### config.mk
export PLATFORM = sky130hd
export DESIGN_NAME = probe_ecu_config
export DESIGN_NICKNAME = d
export VERILOG_FILES = /design/src/rtl/probe_cfg_pkg.sv /design/src/rtl/sync2.sv /design/src/rtl/probe_ecu_config.sv
export SDC_FILE = /design/constraint.sdc
export NUM_CORES = 1
export LEC_CHECK = 0
export ABC_AREA = 1
export BUFFER_PORTS_ARGS = -buffer_cell sky130_fd_sc_hd__buf_2
export CAP_MARGIN = 20
export CORE_AREA = 2 2 103 105
export DETAILED_ROUTE_END_ITERATION = 8
export DIE_AREA = 0 0 105 107
export MAX_ROUTING_LAYER = met4
export PLACE_DENSITY_LB_ADDON = 0.3
export SKIP_LAST_GASP = 1
export SYNTH_ARGS = -nofsm -noshare
export SYNTH_HDL_FRONTEND = slang
export SYNTH_SLANG_ARGS = --single-unit
### constraint.sdc
create_clock -name i_clk_sys -period 1.7 [get_ports i_clk_sys]
set_clock_uncertainty 0.1 [all_clocks]
set_input_delay 0.51 -clock i_clk_sys [delete_from_list [all_inputs] [get_ports i_clk_sys]]
set_output_delay 0.51 -clock i_clk_sys [all_outputs]
set_load 0.05 [all_outputs]
### src/rtl/probe_cfg_pkg.sv
// constants and enumerations shared by the probe configuration block
package probe_cfg_pkg;
    localparam int          CS_COUNT        = 4;
    localparam int          CS_IDX_W        = 2;
    localparam int          BOOT_WORD_W     = 32;
    localparam logic [1:0]  CS_SEL_RESET    = 2'h2;
    localparam logic [1:0]  CS0_MAP_RESET   = 2'h0;
    localparam logic        OVR_RESET       = 1'b0;
    localparam logic        FLASH_PROGRAM_ENABLE_LINE_RESET      = 1'b0;
    localparam logic        PWRON_RESET     = 1'b1;
    localparam logic [31:0] BOOT_WORD_RESET = 32'h0000_0000;
    typedef enum logic [2:0] {
        MODE_EMU_INIT,
        MODE_EMU_NOINIT,
        MODE_RAM_NOINIT,
        MODE_RAM_INIT,
        MODE_DISABLED
    } usage_mode_e;
    typedef enum {
        ST_LOAD,
        ST_RESET,
        ST_BOOT,
        ST_RUN
    } probe_state_e;
endpackage

### src/rtl/sync2.sv
// two flip-flop synchroniser for one level
`timescale 1ns/100ps
module sync2 #(
    parameter logic RESET_VAL = 1'b0
) (
    input  wire logic i_clk_sys,
    input  wire logic i_reset_n,
    input  wire logic i_async,
    output logic      o_sync
);
    logic meta_r;
    logic sync_r;
    always_ff @(posedge i_clk_sys or negedge i_reset_n) begin
        if (!i_reset_n) begin
            // start at the pin's idle level so no false edge follows reset
            meta_r <= RESET_VAL;
            sync_r <= RESET_VAL;
        end else begin
            meta_r <= i_async;
            sync_r <= meta_r;
        end
    end
    assign o_sync = sync_r;
endmodule

### src/rtl/probe_ecu_config.sv
// configuration-driven attachment of the emulator probe to the controller bus
`timescale 1ns/100ps
module probe_ecu_config
    import probe_cfg_pkg::*;
(
    input  wire logic                   i_clk_sys,
    input  wire logic                   i_reset_n,
    // configuration from nonvolatile storage
    input  wire logic                   i_cfg_valid,
    input  wire logic [CS_IDX_W-1:0]    i_cfg_probe_cs,
    input  wire logic [CS_IDX_W-1:0]    i_cfg_cs0_map,
    input  wire logic                   i_cfg_boot_override,
    input  wire logic [BOOT_WORD_W-1:0] i_cfg_boot_word,
    input  wire logic                   i_cfg_flash_write_en,
    input  wire logic                   i_cfg_power_on_active,
    input  wire logic [2:0]             i_cfg_usage_mode,
    // controller pins (asynchronous)
    input  wire logic                   i_ecu_reset_n,
    input  wire logic                   i_ecu_chip_select_zero_n,
    input  wire logic                   i_ecu_chip_select_one_n,
    input  wire logic                   i_ecu_chip_select_two_n,
    input  wire logic                   i_ecu_chip_select_three_n,
    input  wire logic                   i_ecu_write_n,
    input  wire logic                   i_ecu_trigger_hit,
    input  wire logic                   i_power_fail,
    // outputs
    output logic [CS_COUNT-1:0]         o_cs_route_n,
    output logic                        o_mem_select,
    output logic [BOOT_WORD_W-1:0]      o_boot_data,
    output logic                        o_boot_data_oe_n,
    output logic                        o_boot_word_select_strobe_o,
    output logic                        o_boot_word_select_strobe_oe_n,
    output logic                        o_flash_program_enable_line,
    output logic                        o_service_enable,
    output logic                        o_restore_start,
    output logic                        o_probe_enabled
);
    // ------------------------------------------------------------
    // pin synchronisers
    // ------------------------------------------------------------
    logic [CS_COUNT-1:0] cs_n_raw;
    logic [CS_COUNT-1:0] cs_n_s;
    logic                rst_s;
    logic                wr_s;
    logic                trig_s;
    logic                pf_s;
    assign cs_n_raw = {i_ecu_chip_select_three_n, i_ecu_chip_select_two_n,
                       i_ecu_chip_select_one_n, i_ecu_chip_select_zero_n};
    genvar g;
    generate
        for (g = 0; g < CS_COUNT; g++) begin : g_cs
            sync2 #(.RESET_VAL(1'b1)) u_cs (
                .i_clk_sys (i_clk_sys),
                .i_reset_n (i_reset_n),
                .i_async   (cs_n_raw[g]),
                .o_sync    (cs_n_s[g])
            );
        end
    endgenerate
    sync2 u_rst (.i_clk_sys(i_clk_sys), .i_reset_n(i_reset_n),
                 .i_async(i_ecu_reset_n), .o_sync(rst_s));
    sync2 #(.RESET_VAL(1'b1)) u_wr (.i_clk_sys(i_clk_sys), .i_reset_n(i_reset_n),
                .i_async(i_ecu_write_n), .o_sync(wr_s));
    sync2 u_trig (.i_clk_sys(i_clk_sys), .i_reset_n(i_reset_n),
                  .i_async(i_ecu_trigger_hit), .o_sync(trig_s));
    sync2 u_pf (.i_clk_sys(i_clk_sys), .i_reset_n(i_reset_n),
                .i_async(i_power_fail), .o_sync(pf_s));

    // ------------------------------------------------------------
    // configuration store and state
    // ------------------------------------------------------------
    probe_state_e            st_r, st_nxt;
    logic [CS_IDX_W-1:0]     probe_cs_r, probe_cs_nxt;
    logic [CS_IDX_W-1:0]     cs0_map_r, cs0_map_nxt;
    logic                    ovr_r, ovr_nxt;
    logic [BOOT_WORD_W-1:0]  boot_word_r, boot_word_nxt;
    logic                    fwe_r, fwe_nxt;
    logic                    pwron_r, pwron_nxt;
    usage_mode_e             mode_r, mode_nxt;
    logic                    enabled_r, enabled_nxt;
    logic                    pf_d_r, pf_d_nxt;
    logic                    restore_r, restore_nxt;
    logic                    boot_drv_r, boot_drv_nxt;

    always_comb begin
        st_nxt        = st_r;
        probe_cs_nxt  = probe_cs_r;
        cs0_map_nxt   = cs0_map_r;
        ovr_nxt       = ovr_r;
        boot_word_nxt = boot_word_r;
        fwe_nxt       = fwe_r;
        pwron_nxt     = pwron_r;
        mode_nxt      = mode_r;
        enabled_nxt   = enabled_r;
        pf_d_nxt      = pf_s;
        restore_nxt   = 1'b0;
        boot_drv_nxt  = 1'b0;
        case (st_r)
            ST_LOAD: begin
                // the probe memory select stays off until storage has delivered the set; chip selects pass through unswapped
                if (i_cfg_valid) begin
                    probe_cs_nxt  = i_cfg_probe_cs;
                    cs0_map_nxt   = i_cfg_cs0_map;
                    ovr_nxt       = i_cfg_boot_override;
                    boot_word_nxt = i_cfg_boot_word;
                    fwe_nxt       = i_cfg_flash_write_en;
                    pwron_nxt     = i_cfg_power_on_active;
                    if (i_cfg_usage_mode <= 3'(MODE_DISABLED))
                        mode_nxt = usage_mode_e'(i_cfg_usage_mode);
                    else
                        mode_nxt = MODE_EMU_INIT;
                    st_nxt = ST_RESET;
                end
            end
            ST_RESET: begin
                enabled_nxt = pwron_r;
                if (rst_s) begin
                    boot_drv_nxt = ovr_r;
                    st_nxt       = ovr_r ? ST_BOOT : ST_RUN;
                end
            end
            ST_BOOT: begin
                // word held for one cycle after release as the sampling window
                st_nxt = ST_RUN;
            end
            ST_RUN: begin
                if (!rst_s)
                    st_nxt = ST_RESET;
                else if (trig_s && !wr_s && !cs_n_s[probe_cs_r])
                    enabled_nxt = 1'b1;
            end
            default: st_nxt = ST_LOAD;
        endcase
        if (pf_s && !pf_d_r &&
            (mode_r == MODE_EMU_INIT || mode_r == MODE_RAM_INIT))
            restore_nxt = 1'b1;
    end

    always_ff @(posedge i_clk_sys or negedge i_reset_n) begin
        if (!i_reset_n) begin
            st_r        <= ST_LOAD;
            probe_cs_r  <= CS_SEL_RESET;
            cs0_map_r   <= CS0_MAP_RESET;
            ovr_r       <= OVR_RESET;
            boot_word_r <= BOOT_WORD_RESET;
            fwe_r       <= FLASH_PROGRAM_ENABLE_LINE_RESET;
            pwron_r     <= PWRON_RESET;
            mode_r      <= MODE_EMU_INIT;
            enabled_r   <= 1'b0;
            pf_d_r      <= 1'b0;
            restore_r   <= 1'b0;
            boot_drv_r  <= 1'b0;
        end else begin
            st_r        <= st_nxt;
            probe_cs_r  <= probe_cs_nxt;
            cs0_map_r   <= cs0_map_nxt;
            ovr_r       <= ovr_nxt;
            boot_word_r <= boot_word_nxt;
            fwe_r       <= fwe_nxt;
            pwron_r     <= pwron_nxt;
            mode_r      <= mode_nxt;
            enabled_r   <= enabled_nxt;
            pf_d_r      <= pf_d_nxt;
            restore_r   <= restore_nxt;
            boot_drv_r  <= boot_drv_nxt;
        end
    end

    // ------------------------------------------------------------
    // output registers
    // ------------------------------------------------------------
    logic [CS_COUNT-1:0]    route_nxt;
    logic                   sel_nxt;
    logic                   in_run;
    logic                   drive_boot;
    logic                   svc_nxt;
    logic [CS_COUNT-1:0]    route_r;
    logic                   sel_r;
    logic                   svc_r;
    logic                   loaded_r;

    assign in_run     = (st_r == ST_RUN);
    assign drive_boot = boot_drv_nxt || (st_r == ST_BOOT && st_nxt == ST_RUN && boot_drv_r);

    always_comb begin
        route_nxt = cs_n_s;
        // remap only takes effect when a non-zero target is configured
        if (cs0_map_r != CS0_MAP_RESET) begin
            route_nxt[cs0_map_r] = cs_n_s[0];
            route_nxt[0]         = cs_n_s[cs0_map_r];
        end
        sel_nxt = in_run && (mode_r != MODE_DISABLED) && !cs_n_s[probe_cs_r] &&
                  (enabled_r || trig_s);
        svc_nxt = (mode_r == MODE_EMU_INIT) && (st_r != ST_LOAD);
    end

    always_ff @(posedge i_clk_sys or negedge i_reset_n) begin
        if (!i_reset_n) begin
            route_r                        <= '1;
            sel_r                          <= 1'b0;
            svc_r                          <= 1'b0;
            loaded_r                       <= 1'b0;
            o_boot_data                    <= '0;
            o_boot_data_oe_n               <= 1'b1;
            o_boot_word_select_strobe_o    <= 1'b0;
            o_boot_word_select_strobe_oe_n <= 1'b1;
            o_flash_program_enable_line    <= FLASH_PROGRAM_ENABLE_LINE_RESET;
        end else begin
            route_r                        <= route_nxt;
            sel_r                          <= sel_nxt;
            svc_r                          <= svc_nxt;
            loaded_r                       <= (st_r != ST_LOAD);
            o_boot_data                    <= boot_word_r;
            o_boot_data_oe_n               <= !drive_boot;
            o_boot_word_select_strobe_o    <= 1'b0;
            o_boot_word_select_strobe_oe_n <= !drive_boot;
            o_flash_program_enable_line    <= fwe_r;
        end
    end

    assign o_cs_route_n     = route_r;
    assign o_mem_select     = sel_r;
    assign o_service_enable = svc_r;
    assign o_restore_start  = restore_r;
    assign o_probe_enabled  = enabled_r;

    // ------------------------------------------------------------
    // assertions
    // ------------------------------------------------------------
    a_disabled_silent: assert property (@(posedge i_clk_sys) disable iff (!i_reset_n)
        (mode_r == MODE_DISABLED) |=> !o_mem_select)
        else $error("select in disabled mode");
    a_no_sel_loading: assert property (@(posedge i_clk_sys) disable iff (!i_reset_n)
        !loaded_r |-> !o_mem_select)
        else $error("select before configuration loaded");
    a_inactive_trigger: assert property (@(posedge i_clk_sys) disable iff (!i_reset_n)
        (!enabled_r && !trig_s) |=> !o_mem_select)
        else $error("inactive probe selected outside trigger segment");
    a_no_override: assert property (@(posedge i_clk_sys) disable iff (!i_reset_n)
        !ovr_r && $stable(ovr_r) |=> o_boot_data_oe_n && o_boot_word_select_strobe_oe_n)
        else $error("boot word driven without override");
    a_override_drive: assert property (@(posedge i_clk_sys) disable iff (!i_reset_n)
        (st_r == ST_RESET && rst_s && ovr_r) |=> ##1 !o_boot_word_select_strobe_oe_n
        && !o_boot_data_oe_n && o_boot_data == boot_word_r)
        else $error("boot word not driven on release");
    a_flash_enable: assert property (@(posedge i_clk_sys) disable iff (!i_reset_n)
        ##1 o_flash_program_enable_line == $past(fwe_r))
        else $error("program enable line mismatch");
    a_service_mode: assert property (@(posedge i_clk_sys) disable iff (!i_reset_n)
        (mode_r != MODE_EMU_INIT) |=> !o_service_enable)
        else $error("service offered outside normal mode");
    a_restore_mode: assert property (@(posedge i_clk_sys) disable iff (!i_reset_n)
        (mode_r == MODE_EMU_NOINIT || mode_r == MODE_RAM_NOINIT) |=> !o_restore_start)
        else $error("restore in non-initialized mode");
    a_power_on: assert property (@(posedge i_clk_sys) disable iff (!i_reset_n)
        (st_r == ST_RESET) |=> (o_probe_enabled == $past(pwron_r)))
        else $error("power-on state not applied");
    a_restore_init: assert property (@(posedge i_clk_sys) disable iff (!i_reset_n)
        ($rose(pf_s) && mode_r == MODE_RAM_INIT && $stable(mode_r)) |=> o_restore_start)
        else $error("restore missing in initialized ram mode");
endmodule

; Word level (Yosys, flattened, before mapping)
; Index checks and enable logic that the tools add are counted.
[totals]
in_bits = 53
register_bits = 134
out_inout_bits = 44
word_cells = 93
[classes]
magnitude_cmp = 4
eq_ne = 10
n_reduce_logical = 25
n_mux = 20
[op_table]
columns = op, n
row1 = 32-bit one-hot mux with 4 select lines, 1
row2 = "32-bit by 3-bit == test with 1-bit output, second input constant", 3
row3 = 32-bit 2-to-1 mux, 3
row4 = "32-bit by 2-bit == test with 1-bit output, second input constant", 2
row5 = "32-bit by 1-bit == test with 1-bit output, second input constant", 1
row6 = 32-bit zero test, 1
row7 = 32-bit nonzero test, 1
row8 = 1-bit logical AND, 11
row9 = 1-bit 2-to-1 mux, 9
row10 = "2-bit by 3-bit less-than comparator with 1-bit output, second input constant", 2
row11 = 1-bit binary-select mux with 2-bit select, 2
row12 = 4-bit bitwise mux, 1
row13 = 1-bit zero test, 4
row14 = 4-bit 2-to-1 mux, 1
row15 = 2-bit nonzero test, 2
row16 = "3-bit by 2-bit == test with 1-bit output, second input constant", 1
row17 = "3-bit <= comparator, second input constant", 1
row18 = 3-bit zero test, 1
row19 = 1-bit logical OR, 3
row20 = 3-bit 2-to-1 mux, 1
row21 = "3-bit inequality test, second input constant", 1
row22 = 3-bit AND reduction, 1
row23 = 1-bit demux with 2-bit select, 1
row24 = "2-bit by 1-bit >= comparator with 1-bit output, second input constant", 1
row25 = other kinds (4), 4

; Logic depth before layout (Yosys ltp)
[logic_depth]
word_depth = 8
depth_mapped = 11
mapped_depth_nobuf = 10

; By module
; From an unflattened synthesis, not the netlist that was laid out.
[unflattened]
hier_cells = 399
area_unflattened_um2 = 4533.1
[by_module_without_submodules]
columns = module, cells_each, area_per_inst_um2, instances, seq_area_each_um2
row1 = probe_ecu_config, 383, 4120.2, 1, 2961.6
row2 = sync2 at g_cs[0].u_cs ..., 2, 52.6, 5, 52.6
row3 = sync2 at u_pf ..., 2, 50.0, 3, 50.0

; Worst setup path after synthesis
; OpenSTA, ideal clock, no wires.
[synth_path]
kind = reg2out
start = reg o_boot_word_select_strobe_oe_n
end = out o_boot_word_select_strobe_oe_n
required_ns = 1.090
path_buffers = 1
stages_incl_launch_ff = 2
setup_slack_ns = 0.173
t_arrival_ns = 0.917
path_cell_list = dfstp_2 > buf_4
[synth_rtl]
columns = item, line_no
row1 = from (decl), probe_ecu_config.sv:32  ; output logic o_boot_word_select_strobe_oe_n,
row2 = from (signal assigned), probe_ecu_config.sv:216  ; o_boot_word_select_strobe_oe_n <= !drive_boot;
; No word-level cell between the ends.

==> results.ini <==
[place]
place_ws_ps = 23.58
port_buffers = 95
place.gp.congestion = 0.8299
dp_hpwl_um = 5848

[route]
post-route-drc-count = 0
vias = 3269
drtAntennaViolNets = 0
vias_per_cell = 4.637
wirelength_um = 10740
dr.pass1.iters = 5
wl_per_cell_um = 15.23
drt_iter0_drc = 178

[clock_network]
clk_pin_slew_ps = 60
root_buffer = clkbuf_8
tritoncts = done
numCtsBuffers = 17
clkLatencyLatePin_ps = 510
clock_path_buffers = 2
cts_sinks = 134
h-tree-depth = 4

[setup_path]
cp_slowest_stage_delay_ps = 550
crit_arrival_ps = 1210
cpLargestDelayFamily = flip-flops
timing.critical_path.buf_inv = 1
cp_max_fo = 2
path_cells = buf_6
crit_path_end_kind = output pin
crit_slowest_cell = dfstp_2
worstSetupPathType = flop to output pin
worst-endpoint-required_ps = 1090
worstSetupStartpointType = flop

[floorplanning]
die_x_um = 105
core_sq_um = 10090
fp-row-count = 37
dieArea_sq_um = 11240
io_pins = 97
initial_core_util = 0.4436
die_h_um = 107

[finish]
fin_util = 0.6643
multi_input_comb_area_sq_um = 1266
layout-drive-gt1-share = 0.3908
mostFrequentLayoutCells = 117 x dfrtp_1, 89 x nand2_1, 51 x buf_2
layout_commonest_cell = dfrtp_1
area_delta_synth_final_pct = 49.75
layout.nets = 608
register_area_sq_um = 3374
fill_cells = 757

[power]
power.leakage_nw = 3.554
power_mw = 7.114
ir_drop_mv = 0.6959
powerDensity_nw_per_um2 = 1061

[logic_synthesis]
syn-instance-count = 394
syn_avg_cell_area_sq_um = 11.36
synth_top_area_frac = 0.6540
synth_seq_area_share = 0.7538
netlist_area_sq_um = 4477
yosys-top-cells-area = dfrtp_1 65%, nand2_1 12%, dfstp_2 10%
yosysWarnings = 0
synth.distinct_cells = 24
synth_seq_cells = 134
synth_top_cell_by_area = dfrtp_1

[grt]
grt_max_degree = 60
grt_usage = 0.1775
grt_overflow_total = 0
grt_pass1_wl_um = 15000
grt_pass1_vias = 3334
antenna_found_initial = 0

[flow_run]
maxCapViolCount = 0

[outcome]
status = complete, but fails checks
violations = negative setup slack

[sta]
fin_crit_ps = 1819
maxSlewViolCount = 0
finalSetupViolations = 18
rsz0062_at_grt = true
max_freq_ghz = 0.5498
worst_pin_slew_ps = 617.6
layout_setup_ws_ps = -118.9
slew_headroom = 0.5776
setup_tns_ps = -762.5
period_share = 1.070
hold_violations = 0

[min_path]
min_path_type = primary input to flop

metal layers:
layer	vias to the layer above	global-route usage	routed length, um
met4	0	0.08190	354
li1	1504	-	-
met5	-	-	0
met1	1613	0.2052	4017
met3	31	0.04985	563
met2	121	0.2904	5799
cells by family (layout without fill, tap and decap cells):
family	count (synthesis)	count (layout)	share of synthesized area
AND/OR/NAND/NOR	196	196	0.1789
flip-flops	134	134	0.7538
buffers and inverters	43	187	0.04192
AO/OA/AOI/OAI	20	20	0.02459
other	1	32	0.0008377
stage by stage:
| stage | cell area [sq um] | hold WS (ps) | cells |
|---|---|---|---|
| finish | 6704 | 89.71 | 705 |
| global route | 6701 | 82.11 | 704 |
| CTS | 6115 | 0.3761 | 692 |
| detailed placement | 5289 | 234.7 | 652 |
| global placement | 5289 | 236.9 | 652 |
| floorplan | 4589 | 114.4 | 424 |
synthesized netlist by cell type:
library cell,count
buf_2,3
inv_2,1
nor2_1,28
nand2_2,2
nand3_1,13
nor2_4,2
nor2_2,2
o21ai_0,11
buf_4,2
nand2_4,1
nand2_1,140
clkbuf_1,3
nand3b_1,1
a31oi_1,4
conb_1,1
buf_6,2
a21oi_1,3
dfrtp_1,117
a2111oi_0,1
o22ai_1,1
dfstp_2,17
nor3_1,4
inv_1,32
nand4_1,3
flip-flops by register name, summed over array words and instances (netlist names), 2 cells and up:
signal and flops:
boot_word_r 32, o_boot_data 32, st_r 32, g_cs.u_cs.meta_r 4, g_cs.u_cs.o_sync 4, o_cs_route_n 4
mode_r 3, cs0_map_r 2, probe_cs_r 2
final cells by class:
class,count,area share
Tap cell,136,0.02538
Clock inverter,11,0.01848
Timing Repair Buffer,122,0.1747
Antenna cell,1,0.0003733
Inverter,33,0.02034
Clock buffer,21,0.06850
Sequential cell,134,0.5034
Multi-Input combinational cell,247,0.1889
final timing paths:
| path | end | slack (ps) | startpoint | depth (start not counted) |
|---|---|---|---|---|
| setup / recovery | o_boot_data_oe_n | -120 | o_boot_word_select_strobe_oe_n$_DFF_PN1_ | 1 |
| hold / removal | boot_word_r[1]$_DFFE_PN0P_ | 90 | i_cfg_boot_word[1] | 3 |
| setup reg to reg | mode_r[2]$_DFFE_PN0P_ | -60 | st_r[28]$_DFF_PN0_ | 10 |
| hold reg to reg | u_pf.o_sync$_DFF_PN0_ | 250 | u_pf.meta_r$_DFF_PN0_ | 0 |
| max in group asynchronous | g_cs[2].u_cs.meta_r$_DFF_PN1_ | 580 | i_reset_n | 3 |
| min in group asynchronous | st_r[23]$_DFF_PN0_ | 310 | i_reset_n | 2 |
where the power goes:
part	internal, mW	leakage (nW)	total, mW	switching (mW)
Clock	2.20	0.280	3.55	1.35
Sequential	3.27	1.69	3.30	0.0298
Combinational	0.100	1.58	0.264	0.164
timing repair:
item | 4_1_cts | 5_1_grt
setup endpoints to repair | 41 | 81
pin swaps | 1 | 19
hold buffers | 7 | 2
cloned | 0 | 8
resized for setup | 57 | 118
endpoints found under the hold margin | 15 | 2
setup buffers | 1 | 2
(Power assumes the default switching activity.)
